===== config.mk =====
export PLATFORM = sky130hd
export DESIGN_NAME = tfoc_top
export DESIGN_NICKNAME = d
export VERILOG_FILES = /design/src/core/tfoc_chan.v /design/src/core/tfoc_top.v
export VERILOG_INCLUDE_DIRS = /design/src /design/src/pkg
export SDC_FILE = /design/constraint.sdc
export NUM_CORES = 1
export LEC_CHECK = 0
export BUFFER_PORTS_ARGS = -buffer_cell sky130_fd_sc_hd__buf_2
export CAP_MARGIN = 30
export CELL_PAD_IN_SITES_DETAIL_PLACEMENT = 0
export CELL_PAD_IN_SITES_GLOBAL_PLACEMENT = 1
export CORE_ASPECT_RATIO = 0.75
export CORE_MARGIN = 8
export CORE_UTILIZATION = 51
export DETAILED_ROUTE_END_ITERATION = 12
export HOLD_SLACK_MARGIN = 0.06
export PLACE_DENSITY_LB_ADDON = 0.25
export SKIP_LAST_GASP = 1
export SYNTH_ARGS = -nofsm -noshare
export SYNTH_HDL_FRONTEND = slang
export SYNTH_SLANG_ARGS = --single-unit

===== constraint.sdc =====
create_clock -name I_CLOCK -period 11 [get_ports I_CLOCK]
set_input_delay 1.65 -clock I_CLOCK [delete_from_list [all_inputs] [get_ports I_CLOCK]]
set_output_delay 1.65 -clock I_CLOCK [all_outputs]
set_load 0.02 [all_outputs]

===== src/pkg/tfoc_defs.vh =====
/*
 Register map, field positions and reset values of the thermal fan override block.
 Assumes inclusion by bare name from the core files.
*/
`ifndef TFOC_DEFS_VH
`define TFOC_DEFS_VH

`define TFOC_AW 8
`define TFOC_DW 8

`define TFOC_A_OP_R1 8'h33
`define TFOC_A_OP_LOC 8'h34
`define TFOC_A_OP_R2 8'h35
`define TFOC_A_ACOUSTIC 8'h62
`define TFOC_A_CRIT_R1 8'h6a
`define TFOC_A_CRIT_LOC 8'h6b
`define TFOC_A_CRIT_R2 8'h6c
`define TFOC_A_HYST_RL 8'h6d
`define TFOC_A_HYST_R2 8'h6e
`define TFOC_A_START_R1 8'h80
`define TFOC_A_START_LOC 8'h81
`define TFOC_A_START_R2 8'h82
`define TFOC_A_STATUS 8'h83
`define TFOC_A_MASK 8'h84
`define TFOC_A_CONFIG 8'h85
`define TFOC_A_STATE 8'h86

`define TFOC_OP_RST 8'ha4
`define TFOC_CRIT_RST 8'ha4
`define TFOC_HYST_RL_RST 8'h44
`define TFOC_HYST_R2_RST 8'h40
`define TFOC_HYST_R2_MASK 8'hf0
`define TFOC_ACOUSTIC_RST 8'h00
`define TFOC_START_RST 8'h5a
`define TFOC_CONFIG_RST 8'h00
`define TFOC_STATUS_RST 3'h0
`define TFOC_MASK_RST 3'h0

`define TFOC_KEEP_LSB 5
`define TFOC_KEEP_MSB 7
`define TFOC_HYST_HI_MSB 7
`define TFOC_HYST_HI_LSB 4
`define TFOC_HYST_LO_MSB 3
`define TFOC_HYST_LO_LSB 0
`define TFOC_CFG_DYN_EN 0

`define TFOC_DUTY_FULL 8'hff
`define TFOC_DUTY_OFF 8'h00
`define TFOC_TEMP_MAX 8'hff
`define TFOC_TEMP_MIN 8'h00
`define TFOC_STEP 8'h01

`endif


===== src/core/tfoc_chan.v =====
/*
 One temperature channel: critical override latch with hysteresis, fan on/off
 hysteresis around the start temperature and dynamic start temperature tracking.
 Assumes temperature codes arrive on the system clock with a one-cycle valid pulse.
*/
`timescale 1ns/1ps
`include "tfoc_defs.vh"

module tfoc_chan (
    input wire i_clk,
    input wire i_rstn,
    input wire [7:0] i_temp,
    input wire i_valid,
    input wire [7:0] i_crit_limit,
    input wire [7:0] i_op_point,
    input wire [3:0] i_hyst,
    input wire i_dyn_en,
    input wire i_start_wr,
    input wire [7:0] i_start_wdata,
    output wire o_crit,
    output wire o_crit_set,
    output wire o_above_start,
    output wire o_fan_on,
    output wire [7:0] o_start_temp
);
    reg crit_q;
    reg crit_d;
    reg crit_set_q;
    reg above_q;
    reg on_q;
    reg on_d;
    reg [7:0] start_q;
    reg [7:0] start_d;
    wire [7:0] crit_rel;
    wire [7:0] start_rel;
    wire [7:0] op_rel;

    // Saturating subtraction of the hysteresis
    function [7:0] sat_sub;
        input [7:0] a;
        input [3:0] h;
        reg [8:0] diff;
        begin
            diff = {1'b0, a} - {5'h00, h};
            sat_sub = diff[8] ? `TFOC_TEMP_MIN : diff[7:0];
        end
    endfunction

    assign crit_rel = sat_sub(i_crit_limit, i_hyst);
    assign start_rel = sat_sub(start_q, i_hyst);
    assign op_rel = sat_sub(i_op_point, i_hyst);

    always @* begin
        crit_d = crit_q;
        on_d = on_q;
        start_d = start_q;
        if (i_valid) begin
            if (i_temp > i_crit_limit) begin
                crit_d = 1'b1;
            end else if (i_temp < crit_rel) begin
                crit_d = 1'b0;
            end
            if (i_temp > start_q) begin
                on_d = 1'b1;
            end else if (i_temp < start_rel) begin
                on_d = 1'b0;
            end
            if (i_dyn_en) begin
                if (i_temp > i_op_point && start_q != `TFOC_TEMP_MIN) begin
                    start_d = start_q - `TFOC_STEP;
                end else if (i_temp < op_rel && start_q != `TFOC_TEMP_MAX) begin
                    start_d = start_q + `TFOC_STEP;
                end
            end
        end
        if (i_start_wr) begin
            start_d = i_start_wdata;
        end
    end

    always @(posedge i_clk or negedge i_rstn) begin
        if (!i_rstn) begin
            crit_q <= 1'b0;
            crit_set_q <= 1'b0;
            above_q <= 1'b0;
            on_q <= 1'b0;
            start_q <= `TFOC_START_RST;
        end else begin
            crit_q <= crit_d;
            crit_set_q <= crit_d & ~crit_q;
            if (i_valid) begin
                above_q <= (i_temp > start_q);
            end
            on_q <= on_d;
            start_q <= start_d;
        end
    end

    assign o_crit = crit_q;
    assign o_crit_set = crit_set_q;
    assign o_above_start = above_q;
    assign o_fan_on = on_q;
    assign o_start_temp = start_q;
endmodule


===== src/core/tfoc_top.v =====
/*
 Thermal fan override controller: register file, three channels, override of the
 three fan drive duties and a maskable interrupt on critical events.
 Assumes temperature codes and automatic/floor duties come from logic on I_CLOCK.
*/
// Notes on behaviour
// - Any channel above its critical limit forces all fan outputs to full duty.
// - Full duty holds until that channel drops below limit minus its hysteresis.
// - The critical override ignores every automatic control setting; no mask.
// - Three critical limit registers, each resetting to code a4.
// - Hysteresis is a four-bit field, whole degrees, zero to fifteen.
// - Remote1 in 7:4, local in 3:0, remote2 in 7:4 of second; default four.
// - Fan keeps running until temperature drops below start minus hysteresis.
// - One hysteresis field serves fan on/off and critical release.
// - Acoustics bits 7,6,5 pick off or floor duty for outputs 3,2,1.
// - With floor duty kept, hysteresis has no effect below start temperature.
// - Three eight-bit operating point registers resetting to a4.
// - Start temperature rises below target minus hysteresis and falls when target is exceeded.
// - Full duty is code 255.
`timescale 1ns/1ps
`include "tfoc_defs.vh"

module tfoc_top #(
    parameter NCH = 3
) (
    input wire I_CLOCK,
    input wire I_RSTN,
    input wire [`TFOC_AW-1:0] I_ADDR,
    input wire [`TFOC_DW-1:0] I_WDATA,
    input wire I_WR,
    input wire I_RD,
    output reg [`TFOC_DW-1:0] O_RDATA,
    input wire [7:0] I_TEMP_R1,
    input wire [7:0] I_TEMP_LOC,
    input wire [7:0] I_TEMP_R2,
    input wire I_TEMP_VALID,
    input wire [7:0] I_AUTO_DUTY1,
    input wire [7:0] I_AUTO_DUTY2,
    input wire [7:0] I_AUTO_DUTY3,
    input wire [7:0] I_FLOOR_DUTY1,
    input wire [7:0] I_FLOOR_DUTY2,
    input wire [7:0] I_FLOOR_DUTY3,
    output reg [7:0] O_FAN_DRIVE_OUT1,
    output reg [7:0] O_FAN_DRIVE_OUT2,
    output reg [7:0] O_FAN_DRIVE_OUT3,
    output reg O_OVERRIDE,
    output reg O_IRQ
);
    reg [7:0] op_r1_q;
    reg [7:0] op_loc_q;
    reg [7:0] op_r2_q;
    reg [7:0] crit_r1_q;
    reg [7:0] crit_loc_q;
    reg [7:0] crit_r2_q;
    reg [7:0] hyst_rl_q;
    reg [7:0] hyst_r2_q;
    reg [7:0] acoustic_q;
    reg [7:0] config_q;
    reg [2:0] status_q;
    reg [2:0] status_d;
    reg [2:0] mask_q;
    reg [7:0] rdata_d;
    reg [7:0] drive_d [0:2];

    wire [8*NCH-1:0] temp_bus;
    wire [8*NCH-1:0] crit_bus;
    wire [8*NCH-1:0] op_bus;
    wire [4*NCH-1:0] hyst_bus;
    wire [8*NCH-1:0] start_bus;
    wire [8*NCH-1:0] auto_bus;
    wire [8*NCH-1:0] floor_bus;
    wire [NCH-1:0] start_wr;
    wire [NCH-1:0] crit_on;
    wire [NCH-1:0] crit_set;
    wire [NCH-1:0] above;
    wire [NCH-1:0] fan_on;
    wire [2:0] keep_spin;
    wire any_crit;

    // Write strobe decode
    function wr_hit;
        input wr;
        input [7:0] addr;
        input [7:0] target;
        begin
            wr_hit = wr && (addr == target);
        end
    endfunction

    assign temp_bus = {I_TEMP_R2, I_TEMP_LOC, I_TEMP_R1};
    assign crit_bus = {crit_r2_q, crit_loc_q, crit_r1_q};
    assign op_bus = {op_r2_q, op_loc_q, op_r1_q};
    assign hyst_bus = {hyst_r2_q[`TFOC_HYST_HI_MSB:`TFOC_HYST_HI_LSB],
                       hyst_rl_q[`TFOC_HYST_LO_MSB:`TFOC_HYST_LO_LSB],
                       hyst_rl_q[`TFOC_HYST_HI_MSB:`TFOC_HYST_HI_LSB]};
    assign auto_bus = {I_AUTO_DUTY3, I_AUTO_DUTY2, I_AUTO_DUTY1};
    assign floor_bus = {I_FLOOR_DUTY3, I_FLOOR_DUTY2, I_FLOOR_DUTY1};
    assign start_wr = {wr_hit(I_WR, I_ADDR, `TFOC_A_START_R2),
                       wr_hit(I_WR, I_ADDR, `TFOC_A_START_LOC),
                       wr_hit(I_WR, I_ADDR, `TFOC_A_START_R1)};
    // Bit 5 is output 1, bit 7 is output 3
    assign keep_spin = acoustic_q[`TFOC_KEEP_MSB:`TFOC_KEEP_LSB];
    assign any_crit = |crit_on;

    genvar g;
    generate
        for (g = 0; g < NCH; g = g + 1) begin : g_chan
            tfoc_chan u_chan (
                .i_clk(I_CLOCK),
                .i_rstn(I_RSTN),
                .i_temp(temp_bus[8*g+7:8*g]),
                .i_valid(I_TEMP_VALID),
                .i_crit_limit(crit_bus[8*g+7:8*g]),
                .i_op_point(op_bus[8*g+7:8*g]),
                .i_hyst(hyst_bus[4*g+3:4*g]),
                .i_dyn_en(config_q[`TFOC_CFG_DYN_EN]),
                .i_start_wr(start_wr[g]),
                .i_start_wdata(I_WDATA),
                .o_crit(crit_on[g]),
                .o_crit_set(crit_set[g]),
                .o_above_start(above[g]),
                .o_fan_on(fan_on[g]),
                .o_start_temp(start_bus[8*g+7:8*g])
            );
        end
    endgenerate

    // Output n follows channel n
    integer k;
    always @* begin
        for (k = 0; k < 3; k = k + 1) begin
            if (any_crit) begin
                drive_d[k] = `TFOC_DUTY_FULL;
            end else if (above[k]) begin
                drive_d[k] = auto_bus[8*k+7 -: 8];
            end else if (keep_spin[k]) begin
                drive_d[k] = floor_bus[8*k+7 -: 8];
            end else if (fan_on[k]) begin
                drive_d[k] = floor_bus[8*k+7 -: 8];
            end else begin
                drive_d[k] = `TFOC_DUTY_OFF;
            end
        end
    end

    // Set wins over write-one-to-clear
    always @* begin
        status_d = status_q;
        if (wr_hit(I_WR, I_ADDR, `TFOC_A_STATUS)) begin
            status_d = status_q & ~I_WDATA[2:0];
        end
        status_d = status_d | crit_set;
    end

    always @* begin
        rdata_d = 8'h00;
        if (I_RD) begin
            case (I_ADDR)
                `TFOC_A_OP_R1: rdata_d = op_r1_q;
                `TFOC_A_OP_LOC: rdata_d = op_loc_q;
                `TFOC_A_OP_R2: rdata_d = op_r2_q;
                `TFOC_A_ACOUSTIC: rdata_d = acoustic_q;
                `TFOC_A_CRIT_R1: rdata_d = crit_r1_q;
                `TFOC_A_CRIT_LOC: rdata_d = crit_loc_q;
                `TFOC_A_CRIT_R2: rdata_d = crit_r2_q;
                `TFOC_A_HYST_RL: rdata_d = hyst_rl_q;
                `TFOC_A_HYST_R2: rdata_d = hyst_r2_q;
                `TFOC_A_START_R1: rdata_d = start_bus[7:0];
                `TFOC_A_START_LOC: rdata_d = start_bus[15:8];
                `TFOC_A_START_R2: rdata_d = start_bus[23:16];
                `TFOC_A_STATUS: rdata_d = {5'h00, status_q};
                `TFOC_A_MASK: rdata_d = {5'h00, mask_q};
                `TFOC_A_CONFIG: rdata_d = config_q;
                `TFOC_A_STATE: rdata_d = {1'b0, fan_on, 1'b0, crit_on};
                default: rdata_d = 8'h00;
            endcase
        end
    end

    always @(posedge I_CLOCK or negedge I_RSTN) begin
        if (!I_RSTN) begin
            op_r1_q <= `TFOC_OP_RST;
            op_loc_q <= `TFOC_OP_RST;
            op_r2_q <= `TFOC_OP_RST;
            crit_r1_q <= `TFOC_CRIT_RST;
            crit_loc_q <= `TFOC_CRIT_RST;
            crit_r2_q <= `TFOC_CRIT_RST;
            hyst_rl_q <= `TFOC_HYST_RL_RST;
            hyst_r2_q <= `TFOC_HYST_R2_RST;
            acoustic_q <= `TFOC_ACOUSTIC_RST;
            config_q <= `TFOC_CONFIG_RST;
            status_q <= `TFOC_STATUS_RST;
            mask_q <= `TFOC_MASK_RST;
        end else begin
            if (wr_hit(I_WR, I_ADDR, `TFOC_A_OP_R1)) op_r1_q <= I_WDATA;
            if (wr_hit(I_WR, I_ADDR, `TFOC_A_OP_LOC)) op_loc_q <= I_WDATA;
            if (wr_hit(I_WR, I_ADDR, `TFOC_A_OP_R2)) op_r2_q <= I_WDATA;
            if (wr_hit(I_WR, I_ADDR, `TFOC_A_CRIT_R1)) crit_r1_q <= I_WDATA;
            if (wr_hit(I_WR, I_ADDR, `TFOC_A_CRIT_LOC)) crit_loc_q <= I_WDATA;
            if (wr_hit(I_WR, I_ADDR, `TFOC_A_CRIT_R2)) crit_r2_q <= I_WDATA;
            // Zero is accepted; it simply removes the hysteresis band
            if (wr_hit(I_WR, I_ADDR, `TFOC_A_HYST_RL)) hyst_rl_q <= I_WDATA;
            if (wr_hit(I_WR, I_ADDR, `TFOC_A_HYST_R2)) begin
                hyst_r2_q <= I_WDATA & `TFOC_HYST_R2_MASK;
            end
            if (wr_hit(I_WR, I_ADDR, `TFOC_A_ACOUSTIC)) acoustic_q <= I_WDATA;
            if (wr_hit(I_WR, I_ADDR, `TFOC_A_CONFIG)) config_q <= I_WDATA;
            if (wr_hit(I_WR, I_ADDR, `TFOC_A_MASK)) mask_q <= I_WDATA[2:0];
            status_q <= status_d;
        end
    end

    always @(posedge I_CLOCK or negedge I_RSTN) begin
        if (!I_RSTN) begin
            O_RDATA <= 8'h00;
            O_FAN_DRIVE_OUT1 <= `TFOC_DUTY_OFF;
            O_FAN_DRIVE_OUT2 <= `TFOC_DUTY_OFF;
            O_FAN_DRIVE_OUT3 <= `TFOC_DUTY_OFF;
            O_OVERRIDE <= 1'b0;
            O_IRQ <= 1'b0;
        end else begin
            O_RDATA <= rdata_d;
            O_FAN_DRIVE_OUT1 <= drive_d[0];
            O_FAN_DRIVE_OUT2 <= drive_d[1];
            O_FAN_DRIVE_OUT3 <= drive_d[2];
            O_OVERRIDE <= any_crit;
            O_IRQ <= |(status_d & mask_q);
        end
    end
endmodule


After elaboration in Yosys (flattened, before gate mapping)
Cells that the tools add are included.
{"block": "totals", "regBits": 152, "input_bits": 93, "output_inout_bits": 34, "word_cells": 193}
{"block": "classes", "n_addsub": 15, "n_lt_le_gt_ge": 18, "n_eq_ne": 19, "mux": 54, "n_bitwise": 10, "reduce_logical": 44}
{"operator": "two-way mux 8 bit", "n": 37}
{"operator": "case mux 8 bit (16 select lines)", "n": 1}
{"operator": "subtractor 8 x 4 -> 9 bit", "n": 9}
{"operator": "> comparator 8 bit", "n": 9}
{"operator": "less-than comparator 8 bit", "n": 9}
{"operator": "equality test 8 bit (second input constant)", "n": 7}
{"operator": "equality test 8 x 7 -> 1 bit (second input constant)", "n": 6}
{"operator": "adder 8 x 1 -> 8 bit (second input constant)", "n": 3}
{"operator": "equality test 8 x 6 -> 1 bit (second input constant)", "n": 3}
{"operator": "inequality test 8 bit (second input constant)", "n": 3}
{"operator": "nonzero test 8 bit", "n": 3}
{"operator": "subtractor 8 x 1 -> 8 bit (second input constant)", "n": 3}
{"operator": "logical AND 1 bit", "n": 21}
{"operator": "nonzero test 2 bit", "n": 9}
{"operator": "two-way mux 1 bit", "n": 15}
{"operator": "AND reduction 3 bit", "n": 3}
{"operator": "nonzero test 3 bit", "n": 3}
{"operator": "AND 3 bit", "n": 2}
{"operator": "AND reduction 2 bit", "n": 3}
{"operator": "OR reduction 3 bit", "n": 2}
{"operator": "AND 1 bit", "n": 3}
{"operator": "two-way mux 3 bit", "n": 1}
{"operator": "NOT 1 bit", "n": 3}
{"operator": "NOT 3 bit", "n": 1}
{"operator": "OR 3 bit", "n": 1}

Depth between registers and ports, before layout
{"block": "depth", "word_depth": 9, "ltp_mapped": 17, "depth_no_buf": 16}

By module
A second synthesis with hierarchy kept.
{"block": "unflattened", "cells_unflattened": 1365, "area_unflattened_um2": 13369.1}
{"mod": "tfoc_top", "instances": 1, "cells_per_inst": 443, "area_each_um2": 5594.1, "seq_area_each_um2": 2929.1}
{"mod": "tfoc_chan (g_chan[0].u_chan ...)", "instances": 2, "cells_per_inst": 307, "area_each_um2": 2572.5, "seq_area_each_um2": 305.3}
{"mod": "tfoc_chan (g_chan[2].u_chan)", "instances": 1, "cells_per_inst": 308, "area_each_um2": 2630.0, "seq_area_each_um2": 305.3}

Worst setup path before layout
OpenSTA, ideal clock, no wires.
{"block": "synth_path", "kind": "input -> register", "from": "in I_TEMP_LOC[3]", "to": "reg g_chan[1].u_chan.start_q[7]", "setup_time_ps": 127, "arrival_ps": 4488, "required_time_ps": 10873, "path_slack_ps": 6386, "path_stages": 14, "path_buffers": 0, "cell_sequence": "ha_1 > a21o_1 > a22oi_1 > a31oi_1 > o21ai_1 > inv_1 > ha_1 > a21oi_1 > nor2_1 > a2111oi_0 > a21oi_1 > xnor2_1 > a21oi_1 > nand3b_1"}
{"block": "synth_via", "elab_chain_len": 6, "word_cells_on_any_way": 10, "cone_classes": "2 x order compare; 4 x mux; 4 x reduce/logical"}
{"element": "from (decl)", "line": "tfoc_top.v:34", "text": "input wire [7:0] I_TEMP_LOC,"}
{"element": "> comparator 8 bit", "line": "tfoc_chan.v:69", "text": "if (i_temp > i_op_point && start_q != `TFOC_TEMP_MIN) begin"}
{"element": "logical AND 1 bit (no line)"}
{"element": "two-way mux 8 bit", "line": "tfoc_chan.v:69"}
{"element": "two-way mux 8 bit", "line": "tfoc_chan.v:68", "text": "if (i_dyn_en) begin"}
{"element": "two-way mux 8 bit", "line": "tfoc_chan.v:57", "text": "if (i_valid) begin"}
{"element": "two-way mux 8 bit", "line": "tfoc_chan.v:76", "text": "if (i_start_wr) begin"}
{"element": "to (signal assigned)", "line": "tfoc_chan.v:87", "text": "start_q <= `TFOC_START_RST;"}
{"element": "to (signal assigned)", "line": "tfoc_chan.v:95", "text": "start_q <= start_d;"}
{"element": "to (decl)", "line": "tfoc_chan.v:32", "text": "reg [7:0] start_q;"}
Several ways; a longest one is shown, not always the timed one. The select of a mux whose other input is x is not followed.
A chain may end at the register's enable or synchronous reset.

Worst setup path after layout
{"block": "layout_path", "from": "in I_TEMP_LOC[6]", "to": "reg g_chan[1].u_chan.start_q[7]"}
The elaborated chain is that of the path after synthesis.

==> results.rst <==
.. list-table::
   :header-rows: 1

   * - Metric
     - Value
   * - Outcome
     - finished, final reports clean
   * - RSZ-0062 raised after global routing
     - false
   * - Pin count of the biggest net entering global routing
     - 78
   * - Source-to-sink clock delay at the later pin of the worst-skew pair
     - 0.43 ns
   * - Layout net count
     - 1807
   * - Remaining number of nets flagged by the antenna check after routing
     - 0
   * - Global-route wire length before repair
     - 65200 um
   * - Maximum clock path buffer count
     - 2
   * - R2R setup slack
     - 6.43 ns
   * - Final number of max-transition violations
     - 0
   * - Boundary Pins
     - 127
   * - Most instantiated flip-flop cell in the synthesis netlist
     - sky130_fd_sc_hd__dfrtp_1
   * - Half-perimeter wire length after placement
     - 32000 um
   * - Post-route minimum period
     - 4.87 ns
   * - Mapped Cells
     - 1411
   * - Clock tree from TritonCTS
     - built
   * - Iter 0 DRT Violations
     - 945
   * - # Max-Cap Violations
     - 0
   * - Overall die width
     - 200 um
   * - Number of setup buffers added after CTS
     - 0
   * - Post-route clock period utilization
     - 0.443
   * - Number of sinks driven by the clock tree
     - 152
   * - Crit path launch type
     - input pin
   * - Number of optimization iterations in the first detailed-route pass
     - 6
   * - Synth unique cells
     - 67
   * - Worst min-delay path endpoint
     - status_q[1]$_DFF_PN0_
   * - Largest fanout on the critical path
     - 6
   * - Power per unit of standard cell area
     - 175 nW/um2
   * - Clock tree skew after final layout
     - 0.0121 ns
   * - Standard cell core area
     - 25000 um2
   * - Number of synthesized register bits
     - 152
   * - Leakage component of the power
     - 6.68 nW
   * - Post-synthesis to final-layout area growth
     - 12.0%
   * - Setup violations, final
     - 0
   * - Number of cells traversed by the worst register-to-register path
     - 15
   * - # port buffers
     - 126
   * - Data required time at the worst endpoint
     - 11.31 ns
   * - DRC violations left
     - 0
   * - Number of flops mapped to enable cells by yosys
     - 0
   * - Hold path startpoint
     - g_chan[1].u_chan.o_crit_set$_DFF_PN0_
   * - Worst hold path stage count
     - 1
   * - Initial Util
     - 0.519
   * - Worst IR Drop VDD
     - 0.111 mV
   * - Critical path startpoint
     - I_TEMP_LOC[6]
   * - Worst slew margin relative to its limit
     - 0.379
   * - Total number of H-tree levels
     - 4
   * - Routability congestion estimate
     - 0.934
   * - Arrival time at the worst endpoint
     - 5.19 ns
   * - Highest achievable clock rate
     - 205 MHz
   * - Clock edge transition at the registers on the reported setup and hold paths
     - 0.07 ns
   * - Total power after layout
     - 2.54 mW
   * - Die outline height
     - 154 um
   * - Clock root cell
     - sky130_fd_sc_hd__clkbuf_16
   * - Path type of the worst setup path
     - input pin to flip-flop
   * - Post-synthesis instance area
     - 13000 um2
   * - Per-cell via count in the routed design
     - 6.18
   * - Total of cells resized after clock tree synthesis
     - 0
   * - Total global-route track usage
     - 0.265
   * - Capturing point of the worst reg2reg path
     - g_chan[1].u_chan.o_start_temp[4]$_DFFE_PN1P_
   * - Final Routed Wirelength
     - 41300 um
   * - Type of the most critical hold path
     - flip-flop to flip-flop
   * - Routed vias
     - 11500
   * - Hold buffer count at cts
     - 0
   * - Antenna violations before repair
     - 0
   * - Proportion of register bits with asynchronous set or reset after synthesis
     - 1.00
   * - Post-DR wirelength/cell
     - 22.2 um
   * - Startpoint of the lowest-slack register-to-register path
     - hyst_rl_q[1]$_DFFE_PN0P_
   * - Placement Rows
     - 50
   * - Die footprint
     - 30800 um2
   * - Clock buffer count from CTS
     - 17
   * - Tightest Pin Transition
     - 0.924 ns
   * - Yosys warns
     - 0
   * - Core utilization of the finished layout
     - 0.582
   * - Fraction of layout instances using a drive strength above 1
     - 0.182
   * - Total grt overflow
     - 0
   * - Per-instance average area after synthesis
     - 9.19 um2
   * - Sort of element at the end of the critical path
     - flip-flop
   * - Total negative slack for setup checks
     - 0 ns
   * - Number of antenna cells inserted
     - 0
   * - Share of the yosys chip area belonging to registers
     - 0.297
   * - Final count of hold timing violations
     - 0
   * - Via count of the first global-routing pass
     - 11500
   * - Nets in the synthesized netlist
     - 1705
-- Yosys cell counts (5+ instances only) --
library cell                number  share of area
sky130_fd_sc_hd__nor3_1         21         0.0081
sky130_fd_sc_hd__inv_1         102          0.030
sky130_fd_sc_hd__a221o_1        25          0.019
sky130_fd_sc_hd__a21o_1         45          0.026
sky130_fd_sc_hd__mux2i_1        26          0.020
sky130_fd_sc_hd__buf_2           5         0.0019
sky130_fd_sc_hd__o22ai_1         6         0.0029
sky130_fd_sc_hd__o21a_1         14         0.0081
sky130_fd_sc_hd__nand2_1       104          0.030
sky130_fd_sc_hd__nand3_1        35          0.014
sky130_fd_sc_hd__a22oi_1        15         0.0087
sky130_fd_sc_hd__a21oi_1        74          0.029
sky130_fd_sc_hd__a211oi_1        7         0.0041
sky130_fd_sc_hd__o211ai_1        8         0.0046
sky130_fd_sc_hd__mux2_2         68          0.059
sky130_fd_sc_hd__a211o_1         8         0.0054
sky130_fd_sc_hd__nand2b_1       31          0.015
sky130_fd_sc_hd__fa_1           12          0.019
sky130_fd_sc_hd__ha_1          189           0.18
sky130_fd_sc_hd__nand4_1        30          0.014
sky130_fd_sc_hd__o21ai_0        74          0.029
sky130_fd_sc_hd__a221oi_1       10         0.0068
sky130_fd_sc_hd__nor2b_1        32          0.015
sky130_fd_sc_hd__or3_1           7         0.0034
sky130_fd_sc_hd__nand3b_1        7         0.0041
sky130_fd_sc_hd__a31oi_1        19         0.0092
sky130_fd_sc_hd__and3_1         12         0.0058
sky130_fd_sc_hd__dfstp_2        33          0.067
sky130_fd_sc_hd__a222oi_1        5         0.0039
sky130_fd_sc_hd__nor2_1         98          0.028
sky130_fd_sc_hd__o311ai_0        5         0.0034
sky130_fd_sc_hd__xor2_1         15          0.010
sky130_fd_sc_hd__nor4_1         15         0.0072
sky130_fd_sc_hd__xnor2_1        28          0.019
sky130_fd_sc_hd__a21boi_0        7         0.0041
sky130_fd_sc_hd__clkbuf_1       39          0.011
sky130_fd_sc_hd__o2111ai_1       6         0.0041
sky130_fd_sc_hd__dfrtp_1       119           0.23
-- where the power goes --
part           switching, mW  internal [mW]  total (mW)
clock network          0.252          0.378       0.630
logic                  0.606          0.479        1.08
registers              0.173          0.655       0.829
total                   1.03           1.51        2.54
-- stage by stage --
step                      setup slack [ns]  hold slack, ns  instance area [um2]  std cells
after floorplan                       6.39           0.423                13000       1411
after global placement                5.84           0.473                13900       1830
after detailed placement              5.78           0.464                13900       1831
after CTS                             6.24           0.481                14500       1863
after global routing                  5.85           0.502                14500       1864
final                                 6.13           0.481                14500       1864
-- kinds of logic (layout without fill, tap and decap cells) --
group                    count (synthesis)  in the layout  synth area share
flip-flops                             152            152             0.297
AND/OR/NAND/NOR                        409            409             0.158
adder cells (fa/ha/maj)                201            201             0.201
XOR/XNOR                                43             43            0.0290
multiplexers                            95             95            0.0809
buffers and inverters                  150            265            0.0445
AO/OA/AOI/OAI                          361            361             0.190
-- final cells by class --
cell class | count | area (um2)
Tap cell | 338 | 423
Timing Repair Buffer | 131 | 692
Multi-Input combinational cell | 1109 | 8550
Inverter | 102 | 383
Clock inverter | 12 | 165
Sequential cell | 152 | 3840
Clock buffer | 20 | 467
Fill cell | 2227 | 10400
-- cells in the final DEF (no fill, tap or decap), types with 8 or more instances in the layout --
cell                        instances
sky130_fd_sc_hd__fa_1              12
sky130_fd_sc_hd__mux2_2            68
sky130_fd_sc_hd__o211ai_1           8
sky130_fd_sc_hd__inv_1            102
sky130_fd_sc_hd__nand2_1          104
sky130_fd_sc_hd__dfrtp_1          119
sky130_fd_sc_hd__nand3_1           35
sky130_fd_sc_hd__a221oi_1          10
sky130_fd_sc_hd__nor4_1            15
sky130_fd_sc_hd__a31oi_1           19
sky130_fd_sc_hd__a22oi_1           15
sky130_fd_sc_hd__xnor2_1           28
sky130_fd_sc_hd__o21ai_0           74
sky130_fd_sc_hd__a21o_1            45
sky130_fd_sc_hd__nor2_1            98
sky130_fd_sc_hd__nand4_1           30
sky130_fd_sc_hd__o21a_1            14
sky130_fd_sc_hd__nor3_1            21
sky130_fd_sc_hd__nand2b_1          31
sky130_fd_sc_hd__ha_1             189
sky130_fd_sc_hd__a21oi_1           74
sky130_fd_sc_hd__buf_2            126
sky130_fd_sc_hd__xor2_1            15
sky130_fd_sc_hd__mux2i_1           26
sky130_fd_sc_hd__nor2b_1           32
sky130_fd_sc_hd__a211o_1            8
sky130_fd_sc_hd__clkbuf_16         17
sky130_fd_sc_hd__and3_1            12
sky130_fd_sc_hd__dfstp_2           33
sky130_fd_sc_hd__a221o_1           25
-- metal layers --
layer  up-vias  track usage  share of wire
li1       5426            -              -
met1      5604        0.369           0.46
met2       425        0.412           0.45
met3        59       0.0533          0.075
met4         0       0.0729          0.023
met5         -            0              0
-- worst max-delay path by stage --
stage,endpoint,depth (start not counted)
2_1_floorplan,g_chan[1].u_chan.o_start_temp[7]$_DFFE_PN0P_,14
3_3_place_gp,g_chan[1].u_chan.o_start_temp[7]$_DFFE_PN0P_,15
3_5_place_dp,g_chan[1].u_chan.o_start_temp[7]$_DFFE_PN0P_,15
4_1_cts,g_chan[1].u_chan.o_start_temp[7]$_DFFE_PN0P_,15
5_1_grt,g_chan[1].u_chan.o_start_temp[7]$_DFFE_PN0P_,15
6_report,g_chan[1].u_chan.o_start_temp[7]$_DFFE_PN0P_,15
-- state kept, by name, indices dropped and copies added (netlist names), 4 cells and up --
| register | cells |
|---|---|
| g_chan.u_chan.o_start_temp | 24 |
| O_RDATA | 8 |
| crit_r1_q | 8 |
| op_r2_q | 8 |
| O_FAN_DRIVE_OUT1 | 8 |
| crit_loc_q | 8 |
| O_FAN_DRIVE_OUT3 | 8 |
| hyst_rl_q | 8 |
| acoustic_q | 8 |
| op_r1_q | 8 |
| O_FAN_DRIVE_OUT2 | 8 |
| config_q | 8 |
| hyst_r2_q | 4 |
| op_loc_q | 8 |
| crit_r2_q | 8 |
-- worst max-delay path, cell delays in order --
cell and delay (ns):
sky130_fd_sc_hd__buf_2 0.16, sky130_fd_sc_hd__ha_1 0.35, sky130_fd_sc_hd__a21o_1 0.21, sky130_fd_sc_hd__a22oi_1 0.17, sky130_fd_sc_hd__a31oi_1 0.13, sky130_fd_sc_hd__o21ai_1 0.40, sky130_fd_sc_hd__inv_1 0.24, sky130_fd_sc_hd__ha_1 0.33
sky130_fd_sc_hd__a21oi_1 0.18, sky130_fd_sc_hd__nor2_1 0.07, sky130_fd_sc_hd__a2111oi_0 0.63, sky130_fd_sc_hd__a21oi_1 0.18, sky130_fd_sc_hd__xnor2_1 0.21, sky130_fd_sc_hd__a21oi_1 0.09, sky130_fd_sc_hd__nand3b_1 0.18
Power figures use the tool's default switching activity.
